--- src/logic/boot_loader_pkg.sv ---
// Constants and types shared by the dual slot boot and image update loader.
package boot_loader_pkg;
    // Flash geometry and flag layout.
    localparam logic [23:0] LOW_BASE = 24'h000000;
    localparam logic [23:0] FLAG_OFS = 24'h000020;
    localparam logic [7:0] FLAG_OK = 8'h4B;
    localparam logic [7:0] FLAG_OLD = 8'h00;
    localparam logic [7:0] ERASED = 8'hFF;
    localparam logic [23:0] SECTOR_MASK = 24'h000FFF;
    localparam int BLOCK_SHIFT = 4;
    // Legal upper slot addresses and their maximum image sizes.
    localparam logic [23:0] SLOT_128K = 24'h020000;
    localparam logic [23:0] SLOT_256K = 24'h040000;
    localparam logic [23:0] SLOT_512K = 24'h080000;
    localparam logic [23:0] SLOT_DEFAULT = SLOT_256K;
    localparam logic [23:0] MAX_124K = 24'h01F000;
    localparam logic [23:0] MAX_252K = 24'h03F000;
    localparam logic [23:0] MAX_508K = 24'h07F000;
    // Flash operation codes.
    localparam logic [1:0] OP_READ = 2'h0;
    localparam logic [1:0] OP_WRITE = 2'h1;
    localparam logic [1:0] OP_ERASE = 2'h2;
    // Slot configuration answers.
    localparam logic [7:0] STATUS_OK = 8'h00;
    localparam logic [7:0] STATUS_INVALID_PARAM = 8'h01;
    // Data buffer shape.
    localparam int DATA_W = 8;
    localparam int FIFO_DEPTH = 16;
    // Update timeout.
    localparam longint CLK_HZ = 125000000;
    localparam longint TIMEOUT_MS = 30000;
    localparam longint TIMEOUT_CYCLES = TIMEOUT_MS * CLK_HZ / 1000;
    typedef enum {
        ST_BOOT0, ST_BOOT1, ST_HALT, ST_COPY, ST_SCAN, ST_ERASE, ST_IDLE,
        ST_UPD, ST_FLAG_NEW, ST_FLAG_OLD, ST_NOTIFY, ST_REBOOT
    } state_e;
endpackage : boot_loader_pkg

--- src/logic/boot_image_loader.sv ---
// Dual slot boot selector, image copier and over-the-air image update engine.
`timescale 1ns/1ns

module byte_fifo #(
    parameter int W = 8,
    parameter int DEPTH = 16
) (
    input wire logic i_clk,
    input wire logic i_sys_rst,
    input wire logic i_flush,
    input wire logic i_valid,
    input wire logic [W-1:0] i_data,
    output logic o_ready,
    output logic o_valid,
    output logic [W-1:0] o_data,
    input wire logic i_ready
);
    localparam int AW = $clog2(DEPTH);
    logic [W-1:0] mem_r [DEPTH];
    logic [AW-1:0] wr_r;
    logic [AW-1:0] rd_r;
    logic [AW:0] cnt_r;
    logic [AW:0] cnt_nxt;
    logic ready_r;
    logic push;
    logic pop;

    // Handshakes on both sides; ready is held in a flop.
    assign push = i_valid && ready_r;
    assign pop = i_ready && (cnt_r != '0);
    assign o_ready = ready_r;
    assign o_valid = (cnt_r != '0);
    assign o_data = mem_r[rd_r];
    assign cnt_nxt = cnt_r + (AW+1)'(push) - (AW+1)'(pop);

    // Storage is written only on an accepted push.
    always_ff @(posedge i_clk) begin
        if (push) begin
            mem_r[wr_r] <= i_data;
        end
    end

    // Pointers and fill level; a flush empties the buffer.
    always_ff @(posedge i_clk) begin
        if (i_sys_rst || i_flush) begin
            wr_r <= '0;
            rd_r <= '0;
            cnt_r <= '0;
            ready_r <= 1'b1;
        end else begin
            wr_r <= wr_r + AW'(push);
            rd_r <= rd_r + AW'(pop);
            cnt_r <= cnt_nxt;
            ready_r <= (cnt_nxt != (AW+1)'(DEPTH));
        end
    end
endmodule : byte_fifo

module boot_image_loader
    import boot_loader_pkg::*;
#(
    parameter logic [31:0] TIMEOUT_CYC = 32'(TIMEOUT_CYCLES),
    parameter int SIZE_SHIFT = 0
) (
    input wire logic i_clk,
    input wire logic i_sys_rst,
    input wire logic [23:0] i_pc,
    output logic [23:0] o_fetch_addr,
    output logic o_boot_done,
    output logic o_boot_halt,
    output logic o_ram_we,
    output logic [23:0] o_ram_addr,
    output logic [7:0] o_ram_data,
    output logic o_fl_req,
    output logic [1:0] o_fl_op,
    output logic [23:0] o_fl_addr,
    output logic [7:0] o_fl_wdata,
    input wire logic i_fl_ack,
    input wire logic [7:0] i_fl_rdata,
    input wire logic i_start,
    input wire logic i_img_valid,
    input wire logic [7:0] i_img_data,
    output logic o_img_ready,
    input wire logic i_end,
    input wire logic i_end_has_idx,
    input wire logic [15:0] i_end_idx,
    input wire logic [15:0] i_end_idx_x,
    input wire logic i_pkt_err,
    input wire logic i_pkt_lost,
    output logic o_notify,
    output logic o_result_ok,
    output logic o_reboot,
    input wire logic i_cfg_valid,
    input wire logic [23:0] i_cfg_addr,
    output logic o_cfg_done,
    output logic [7:0] o_cfg_status
);
    state_e state_r;
    logic fl_req_r;
    logic [1:0] fl_op_r;
    logic [23:0] fl_addr_r;
    logic [7:0] fl_wdata_r;
    logic want;
    logic [1:0] want_op;
    logic [23:0] want_addr;
    logic [7:0] want_data;
    logic [23:0] cnt_r;
    logic [23:0] boot_base_r;
    logic [23:0] new_ofs_r;
    logic [23:0] slot_r;
    logic [23:0] max_len_r;
    logic [23:0] erase_len;
    logic ram_we_r;
    logic [23:0] ram_addr_r;
    logic [7:0] ram_data_r;
    logic notify_r;
    logic result_ok_r;
    logic reboot_r;
    logic [23:0] fetch_r;
    logic boot_done_r;
    logic halt_r;
    logic cfg_done_r;
    logic [7:0] cfg_status_r;
    logic end_pend_r;
    logic end_has_r;
    logic [15:0] end_idx_r;
    logic [15:0] end_x_r;
    logic end_ok;
    logic fail_r;
    logic [31:0] tmr_r;
    logic f_valid;
    logic [7:0] f_data;
    logic f_pop;
    logic cfg_legal;

    assign o_fl_req = fl_req_r;
    assign o_fl_op = fl_op_r;
    assign o_fl_addr = fl_addr_r;
    assign o_fl_wdata = fl_wdata_r;
    assign o_ram_we = ram_we_r;
    assign o_ram_addr = ram_addr_r;
    assign o_ram_data = ram_data_r;
    assign o_notify = notify_r;
    assign o_result_ok = result_ok_r;
    assign o_reboot = reboot_r;
    assign o_fetch_addr = fetch_r;
    assign o_boot_done = boot_done_r;
    assign o_boot_halt = halt_r;
    assign o_cfg_done = cfg_done_r;
    assign o_cfg_status = cfg_status_r;
    assign erase_len = slot_r >> SIZE_SHIFT;

    // Image data is buffered; anything sent outside update mode is dropped.
    byte_fifo #(.W(DATA_W), .DEPTH(FIFO_DEPTH)) u_fifo (
        .i_clk(i_clk),
        .i_sys_rst(i_sys_rst),
        .i_flush(state_r != ST_UPD),
        .i_valid(i_img_valid),
        .i_data(i_img_data),
        .o_ready(o_img_ready),
        .o_valid(f_valid),
        .o_data(f_data),
        .i_ready(f_pop)
    );

    // A byte leaves the buffer only while no flash write is pending.
    assign f_pop = (state_r == ST_UPD) && !fl_req_r && f_valid && !fail_r
        && (cnt_r < max_len_r);

    // The final block index must match its complement and the byte count.
    assign end_ok = !end_has_r || ((end_idx_r == ~end_x_r) && (cnt_r != '0)
        && (end_idx_r == 16'((cnt_r - 24'h000001) >> BLOCK_SHIFT)));

    // Flash request wanted by each state.
    always_comb begin
        want = 1'b0;
        want_op = OP_READ;
        want_addr = '0;
        want_data = '0;
        case (state_r)
            ST_BOOT0: begin
                want = 1'b1;
                want_addr = LOW_BASE + FLAG_OFS;
            end
            ST_BOOT1: begin
                want = 1'b1;
                want_addr = slot_r + FLAG_OFS;
            end
            ST_COPY: begin
                want = (cnt_r < (max_len_r));
                want_addr = boot_base_r + cnt_r;
            end
            ST_SCAN: begin
                want = (cnt_r < erase_len);
                want_addr = new_ofs_r + cnt_r;
            end
            ST_ERASE: begin
                want = 1'b1;
                want_op = OP_ERASE;
                want_addr = new_ofs_r + (cnt_r & ~SECTOR_MASK);
            end
            ST_UPD: begin
                want = f_pop;
                want_op = OP_WRITE;
                want_addr = new_ofs_r + cnt_r;
                want_data = f_data;
            end
            ST_FLAG_NEW: begin
                want = 1'b1;
                want_op = OP_WRITE;
                want_addr = new_ofs_r + FLAG_OFS;
                want_data = FLAG_OK;
            end
            ST_FLAG_OLD: begin
                want = 1'b1;
                want_op = OP_WRITE;
                want_addr = boot_base_r + FLAG_OFS;
                want_data = FLAG_OLD;
            end
            default: begin
                want = 1'b0;
            end
        endcase
    end

    // Flash bus: a request is held until the single-cycle acknowledge.
    always_ff @(posedge i_clk) begin
        if (i_sys_rst) begin
            fl_req_r <= 1'b0;
            fl_op_r <= OP_READ;
            fl_addr_r <= '0;
            fl_wdata_r <= '0;
        end else if (!fl_req_r && want) begin
            fl_req_r <= 1'b1;
            fl_op_r <= want_op;
            fl_addr_r <= want_addr;
            fl_wdata_r <= want_data;
        end else if (i_fl_ack) begin
            fl_req_r <= 1'b0;
        end
    end

    // Main sequencer: boot selection, copy, erase, update and flag swap.
    always_ff @(posedge i_clk) begin
        if (i_sys_rst) begin
            state_r <= ST_BOOT0;
            cnt_r <= '0;
            boot_base_r <= LOW_BASE;
            new_ofs_r <= '0;
            ram_we_r <= 1'b0;
            ram_addr_r <= '0;
            ram_data_r <= '0;
            notify_r <= 1'b0;
            result_ok_r <= 1'b0;
            reboot_r <= 1'b0;
            end_pend_r <= 1'b0;
            end_has_r <= 1'b0;
            end_idx_r <= '0;
            end_x_r <= '0;
        end else begin
            ram_we_r <= 1'b0;
            notify_r <= 1'b0;
            reboot_r <= 1'b0;
            if (state_r == ST_UPD && i_end && !end_pend_r) begin
                end_pend_r <= 1'b1;
                end_has_r <= i_end_has_idx;
                end_idx_r <= i_end_idx;
                end_x_r <= i_end_idx_x;
            end
            case (state_r)
                ST_BOOT0: begin
                    if (fl_req_r && i_fl_ack) begin
                        cnt_r <= '0;
                        if (i_fl_rdata == FLAG_OK) begin
                            boot_base_r <= LOW_BASE;
                            state_r <= ST_COPY;
                        end else begin
                            state_r <= ST_BOOT1;
                        end
                    end
                end
                ST_BOOT1: begin
                    if (fl_req_r && i_fl_ack) begin
                        if (i_fl_rdata == FLAG_OK) begin
                            boot_base_r <= slot_r;
                            state_r <= ST_COPY;
                        end else begin
                            state_r <= ST_HALT;
                        end
                    end
                end
                ST_COPY: begin
                    if (fl_req_r && i_fl_ack) begin
                        ram_we_r <= 1'b1;
                        ram_addr_r <= cnt_r;
                        ram_data_r <= i_fl_rdata;
                        cnt_r <= cnt_r + 24'h000001;
                    end else if (!fl_req_r && !want) begin
                        new_ofs_r <= (boot_base_r == LOW_BASE) ? slot_r : LOW_BASE;
                        cnt_r <= '0;
                        state_r <= ST_SCAN;
                    end
                end
                ST_SCAN: begin
                    if (fl_req_r && i_fl_ack) begin
                        if (i_fl_rdata != ERASED) begin
                            state_r <= ST_ERASE;
                        end else begin
                            cnt_r <= cnt_r + 24'h000001;
                        end
                    end else if (!fl_req_r && !want) begin
                        state_r <= ST_IDLE;
                    end
                end
                ST_ERASE: begin
                    if (fl_req_r && i_fl_ack) begin
                        cnt_r <= (cnt_r | SECTOR_MASK) + 24'h000001;
                        state_r <= ST_SCAN;
                    end
                end
                ST_IDLE: begin
                    if (i_start) begin
                        cnt_r <= '0;
                        end_pend_r <= 1'b0;
                        state_r <= ST_UPD;
                    end
                end
                ST_UPD: begin
                    if (fl_req_r && i_fl_ack) begin
                        cnt_r <= cnt_r + 24'h000001;
                    end else if (!fl_req_r && fail_r) begin
                        result_ok_r <= 1'b0;
                        state_r <= ST_NOTIFY;
                    end else if (!fl_req_r && end_pend_r && !f_valid) begin
                        result_ok_r <= 1'b0;
                        state_r <= end_ok ? ST_FLAG_NEW : ST_NOTIFY;
                    end
                end
                ST_FLAG_NEW: begin
                    if (fl_req_r && i_fl_ack) begin
                        state_r <= ST_FLAG_OLD;
                    end
                end
                ST_FLAG_OLD: begin
                    if (fl_req_r && i_fl_ack) begin
                        result_ok_r <= 1'b1;
                        state_r <= ST_NOTIFY;
                    end
                end
                ST_NOTIFY: begin
                    notify_r <= 1'b1;
                    state_r <= ST_REBOOT;
                end
                ST_REBOOT: begin
                    reboot_r <= 1'b1;
                    state_r <= ST_BOOT0;
                end
                default: begin
                    state_r <= state_r;
                end
            endcase
        end
    end

    // Update timer and failure latch, both cleared outside update mode.
    always_ff @(posedge i_clk) begin
        if (i_sys_rst || state_r != ST_UPD) begin
            tmr_r <= '0;
            fail_r <= 1'b0;
        end else begin
            tmr_r <= tmr_r + 32'h00000001;
            if (i_pkt_err || i_pkt_lost || tmr_r == TIMEOUT_CYC - 32'h00000001
                || (f_valid && !fl_req_r && cnt_r >= max_len_r)) begin
                fail_r <= 1'b1;
            end
        end
    end

    // Upper slot configuration and the image size limit it implies.
    assign cfg_legal = (i_cfg_addr == SLOT_128K) || (i_cfg_addr == SLOT_256K)
        || (i_cfg_addr == SLOT_512K);
    always_ff @(posedge i_clk) begin
        if (i_sys_rst) begin
            slot_r <= SLOT_DEFAULT;
            max_len_r <= MAX_252K >> SIZE_SHIFT;
            cfg_done_r <= 1'b0;
            cfg_status_r <= STATUS_OK;
        end else begin
            cfg_done_r <= i_cfg_valid;
            if (i_cfg_valid) begin
                if (cfg_legal) begin
                    slot_r <= i_cfg_addr;
                    cfg_status_r <= STATUS_OK;
                end else begin
                    cfg_status_r <= STATUS_INVALID_PARAM;
                end
            end
            if (slot_r == SLOT_128K) begin
                max_len_r <= MAX_124K >> SIZE_SHIFT;
            end else if (slot_r == SLOT_512K) begin
                max_len_r <= MAX_508K >> SIZE_SHIFT;
            end else begin
                max_len_r <= MAX_252K >> SIZE_SHIFT;
            end
        end
    end

    // Fetch address is the chosen base plus the program counter.
    always_ff @(posedge i_clk) begin
        if (i_sys_rst) begin
            fetch_r <= '0;
            boot_done_r <= 1'b0;
            halt_r <= 1'b0;
        end else begin
            fetch_r <= boot_base_r + i_pc;
            boot_done_r <= !(state_r inside {ST_BOOT0, ST_BOOT1, ST_HALT, ST_COPY, ST_REBOOT});
            halt_r <= (state_r == ST_HALT);
        end
    end

    a_first_read: assert property (@(posedge i_clk) disable iff (i_sys_rst)
        (state_r == ST_BOOT0 && fl_req_r) |-> (fl_addr_r == FLAG_OFS && fl_op_r == OP_READ))
        else $error("first boot read not at low flag");
    a_low_pick: assert property (@(posedge i_clk) disable iff (i_sys_rst)
        (state_r == ST_BOOT0 && fl_req_r && i_fl_ack && i_fl_rdata == FLAG_OK)
        |=> (state_r == ST_COPY && boot_base_r == LOW_BASE) ##1 (fetch_r == $past(i_pc)))
        else $error("low image not selected");
    a_high_pick: assert property (@(posedge i_clk) disable iff (i_sys_rst)
        (state_r == ST_BOOT1 && fl_req_r && i_fl_ack && i_fl_rdata == FLAG_OK)
        |=> (state_r == ST_COPY && boot_base_r == $past(slot_r)))
        else $error("upper image not selected");
    a_no_marker: assert property (@(posedge i_clk) disable iff (i_sys_rst)
        (state_r == ST_BOOT1 && fl_req_r && i_fl_ack && i_fl_rdata != FLAG_OK)
        |=> state_r == ST_HALT ##1 halt_r)
        else $error("missing marker did not halt");
    a_new_offset: assert property (@(posedge i_clk) disable iff (i_sys_rst)
        (state_r == ST_COPY ##1 state_r == ST_SCAN)
        |-> new_ofs_r == ((boot_base_r == LOW_BASE) ? $past(slot_r) : LOW_BASE))
        else $error("new image offset wrong");
    a_dirty_erase: assert property (@(posedge i_clk) disable iff (i_sys_rst)
        (state_r == ST_SCAN && fl_req_r && i_fl_ack && i_fl_rdata != ERASED)
        |=> !fl_req_r ##1 (fl_req_r && fl_op_r == OP_ERASE))
        else $error("dirty byte not erased");
    a_write_region: assert property (@(posedge i_clk) disable iff (i_sys_rst)
        (state_r == ST_UPD && fl_req_r) |-> (fl_op_r == OP_WRITE && fl_addr_r >= new_ofs_r
        && fl_addr_r < new_ofs_r + max_len_r))
        else $error("image write outside new region");
    a_flag_swap: assert property (@(posedge i_clk) disable iff (i_sys_rst)
        (state_r == ST_FLAG_NEW && fl_req_r) |-> (fl_addr_r == new_ofs_r + FLAG_OFS
        && fl_wdata_r == FLAG_OK))
        else $error("new flag write wrong");
    a_notify_reboot: assert property (@(posedge i_clk) disable iff (i_sys_rst)
        notify_r |=> reboot_r ##1 (state_r == ST_BOOT0))
        else $error("reboot did not follow result");
    a_fail_latch: assert property (@(posedge i_clk) disable iff (i_sys_rst)
        (state_r == ST_UPD && (i_pkt_err || i_pkt_lost)) |=> (fail_r || state_r != ST_UPD))
        else $error("packet fault not latched");
    a_cfg_answer: assert property (@(posedge i_clk) disable iff (i_sys_rst)
        i_cfg_valid |=> cfg_done_r && ((cfg_status_r == STATUS_OK) == $past(cfg_legal)))
        else $error("slot configuration answer wrong");
    a_start_enter: assert property (@(posedge i_clk) disable iff (i_sys_rst)
        (state_r == ST_IDLE && i_start) |=> (state_r == ST_UPD && cnt_r == '0))
        else $error("start did not enter update");
endmodule : boot_image_loader

--- config.mk ---
export PLATFORM = sky130hd
export DESIGN_NAME = boot_image_loader
export DESIGN_NICKNAME = d
export VERILOG_FILES = /design/src/logic/boot_loader_pkg.sv /design/src/logic/boot_image_loader.sv
export SDC_FILE = /design/constraint.sdc
export NUM_CORES = 1
export LEC_CHECK = 0
export ABC_AREA = 1
export BUFFER_PORTS_ARGS = -buffer_cell sky130_fd_sc_hd__buf_2
export CAP_MARGIN = 20
export CORE_ASPECT_RATIO = 0.6
export CORE_MARGIN = 3
export CORE_UTILIZATION = 55
export CTS_BUF_LIST = sky130_fd_sc_hd__clkbuf_8
export DETAILED_ROUTE_END_ITERATION = 12
export HOLD_SLACK_MARGIN = 0.05
export PLACE_DENSITY = 0.75
export SLEW_MARGIN = 40
export SYNTH_ARGS = -nofsm -noshare
export SYNTH_HDL_FRONTEND = slang
export SYNTH_SLANG_ARGS = --single-unit
--- constraint.sdc ---
create_clock -name i_clk -period 4.7 [get_ports i_clk]
set_input_delay 0.47 -clock i_clk [delete_from_list [all_inputs] [get_ports i_clk]]
set_output_delay 0.47 -clock i_clk [all_outputs]
set_load 0.05 [all_outputs]
==> impl_metrics.csv <==
group,metric,value,unit
setup_path,worstPathCellList,"inv_2 > nor2_4 > nand2_2 > nand2_2 > buf_4 > o21ai_0 > ha_1 > nand2_1 > nand2_1 > nand2_1 > nand2_1 > a21oi_1 > o21ai_0 > a21o_1 > or2_2 > nand3_1 > nand3_1 > nand2_1 > inv_1",
cells_and_area,finalInstanceArea,25300,um^2
hold_path,hold_path_class,"in -> reg",
yosys,synth_cell_types,67,
setup_path,startpoint_type,"flip-flop",
clocking,ctsResizeCount,0,
setup_path,crit_path_frequent_cell,"nand2_1",
routing,dr.pass1.iters,8,
sta,final.period_utilization,85.8,%
power_and_ir_drop,power_density,457,nW/um^2
job,cap_violations,0,
yosys,synthArstFlopShare,0,%
global_routing,grt_pass1_wl,120000,um
global_routing,antenna_found_initial,0,
power_and_ir_drop,seqPwrFrac,36.9,%
global_routing,grt_max_degree,94,
placed_design,portBuffers,205,
placed_design,gp_congestion,0.993,
clocking,post-cts-setup-buffers,0,
sta,min_period,4.03,ns
routing,wl_per_cell,21.1,um
routing,detail_route.iter0.violations,3268,
clocking,numCtsBuffers,61,
setup_path,slowest_delay,0.56,ns
yosys,yosysWarnings,0,
cells_and_area,nets,3437,
yosys,netlist_area,22600,um^2
cells_and_area,area_growth_syn_to_layout,11.8,%
sta,setup_violations,0,
power_and_ir_drop,p_sw_share,43.2,%
setup_path,startpoint,"state_r[2]",
clocking,cts.sinks,410,
sta,grt_setup_unrepaired,"false",
yosys,synth.ff_latch_count,410,
power_and_ir_drop,pwr-share-comb,37.1,%
global_routing,grt_usage,35.9,%
power_and_ir_drop,power.leakage,10.8,nW
sta,max_slew_margin,42.4,%
sta,fmax,248,MHz
clocking,path_clk_slew,0.06,ns
setup_path,path_class,"reg -> reg",
clocking,clk_path_buf_depth,3,
floorplanning,die_w,268,um
power_and_ir_drop,power.switching,5.00,mW
yosys,seq_area_frac_synth,41.9,%
setup_path,arrival,4.59,ns
setup_path,crit_required,5.25,ns
sta,drv_slew,0,
floorplanning,start_util,56.9,%
routing,via_per_inst,5.94,
cells_and_area,drive_gt1_share,12.6,%
power_and_ir_drop,p_total,11.6,mW
routing,drc,0,
floorplanning,ios,213,
cells_and_area,antennaDiodeCount,0,
clocking,insertion_delay,0.67,ns
setup_path,rr_startpoint,"state_r[2]",
sta,final.setup.worst_slack,0.666,ns
outcome,status,"complete, no violations",
floorplanning,rows,56,
routing,vias,22539,
global_routing,grt_pass1_vias,20133,
power_and_ir_drop,clockPowerShare,26.0,%
clocking,ctsHoldBuffers,3,
floorplanning,core,39800,um^2
power_and_ir_drop,internal_power,6.58,mW
clocking,cts_tree,"yes",
yosys,ys.flop_type,"dfxtp_1",
floorplanning,fp.dieH,163,um
yosys,syn_inst,3048,
placed_design,dp_hpwl,60600,um
setup_path,cp_slowest_cell,"dfxtp_1",
clocking,htreeDepth,2,
setup_path,worst_setup_path_end_kind,"flip-flop",
sta,worst_clock_skew,0.0292,ns
sta,fin_setup_tns,0,ns
placed_design,placed_area,24000,um^2
sta,hold_viol,0,
power_and_ir_drop,peakVddDrop,532,uV
routing,drtAntennaViolNets,0,
sta,worst_pin_slew,0.863,ns
hold_path,min_from,"i_fl_rdata[0]",
clocking,clockRootBuffer,"clkbuf_8",
setup_path,crit_fanout,46,
yosys,postSynthAreaPerCell,7.42,um^2
global_routing,grt_overflow_total,0,
routing,drt-total-wl,80200,um
yosys,synth_edf_count,128,
floorplanning,die_area,43700,um^2
placed_design,pre_cts_ws,0.888,ns
synth_stat cells, types with 37 or more instances:
master      n  area share (%)
edfxtp_1  128              17
a21oi_1   298             6.6
nor3_1     37            0.82
nor2_1    368             6.1
nand2_1   567             9.4
nand4_1    58             1.6
ha_1       99             5.5
dfxtp_1   282              25
nand3_1   159             3.5
clkbuf_1   82             1.4
o21ai_0   303             6.7
inv_1     329             5.5
layout make-up:
class | instances | area, um^2
timing repair buffer | 239 | 1300
tap | 522 | 653
inverter | 349 | 1330
clock buffer | 68 | 936
multi-input combinational | 2167 | 11300
clock inverter | 39 | 277
sequential | 410 | 9490
fill | 3496 | 14500
worst paths after layout:
| path | endpoint | slack [ns] | depth (start not counted) |
|---|---|---|---|
| worst min-delay path | o_ram_data[0] | 0.06 | 3 |
| worst max register to register | o_fl_addr[18] | 0.67 | 19 |
| worst max-delay path | o_fl_addr[18] | 0.67 | 19 |
| worst min register to register | tmr_r[0] | 0.45 | 1 |
layout by cell type (no fill, tap or decap), types with 14 or more instances in the layout:
cell	n
nand2_1	567
nor4_1	20
buf_2	204
edfxtp_1	128
clkbuf_8	68
xnor2_1	17
o22ai_1	29
nand4_1	58
dfxtp_1	281
o21ai_1	15
nand3_1	158
inv_2	14
ha_1	99
o21ai_0	303
a21oi_1	298
nor3_1	34
or2_2	15
buf_4	31
xor2_1	23
nor2_2	26
nor2_1	355
inv_1	354
worst max-delay path: cells and delay by family (launching register included):
family          cells  cell delay (ns)
fa+ha+maj           1             0.36
buf+inv             3             0.56
compound gates      4             1.12
simple gates       11             1.32
flops               1             0.56
registers in the layout (all words and copies together) (netlist names), 5 cells and up:
register      count
new_ofs_r        24
o_ram_data        8
o_ram_addr       24
o_fl_wdata        8
u_fifo.mem_r    128
u_fifo.cnt_r      5
end_x_r          16
tmr_r            32
o_fetch_addr     24
end_idx_r        16
cnt_r            24
o_fl_addr        24
boot_base_r      24
erase_len        24
per-layer routing:
metal	vias up	global-route usage, %	wire length [um]
met5	-	0	0
met4	0	8.59	1840
met3	135	12.5	11900
met2	1378	46.6	30100
met1	10433	55.6	36400
li1	10593	-	-
cells by family (layout without fill, tap and decap cells):
group	count (synthesis)	in the layout	synth area share [%]
AND/OR/NAND/NOR	1288	1288	24.7
flip-flops	410	410	41.9
adder cells (fa/ha/maj)	103	103	5.83
buffers and inverters	477	695	8.58
XOR/XNOR	40	40	1.55
AO/OA/AOI/OAI	729	729	17.4
other	1	7	0.0166
through the flow:
stage / utilization (%) / hold slack (ns) / instances
floorplan: - / 0.418 / 3054
global placement: 60.2 / 0.424 / 3683
detailed placement: 60.4 / 0.445 / 3683
CTS: 63.5 / 0.0529 / 3793
global route: 63.6 / 0.0783 / 3794
finish: 63.6 / 0.0621 / 3794
power groups by stage:
| stage | clock (mW) | combinational (mW) | sequential (mW) |
|---|---|---|---|
| after floorplan | 0 | 2.60 | 4.56 |
| after global placement | 0 | 4.01 | 4.31 |
| after detailed placement | 0 | 4.07 | 4.31 |
| after CTS | 3.01 | 4.10 | 4.24 |
| after global routing | 3.19 | 4.65 | 4.28 |
| final | 3.01 | 4.29 | 4.27 |
(Power assumes the default switching activity.)
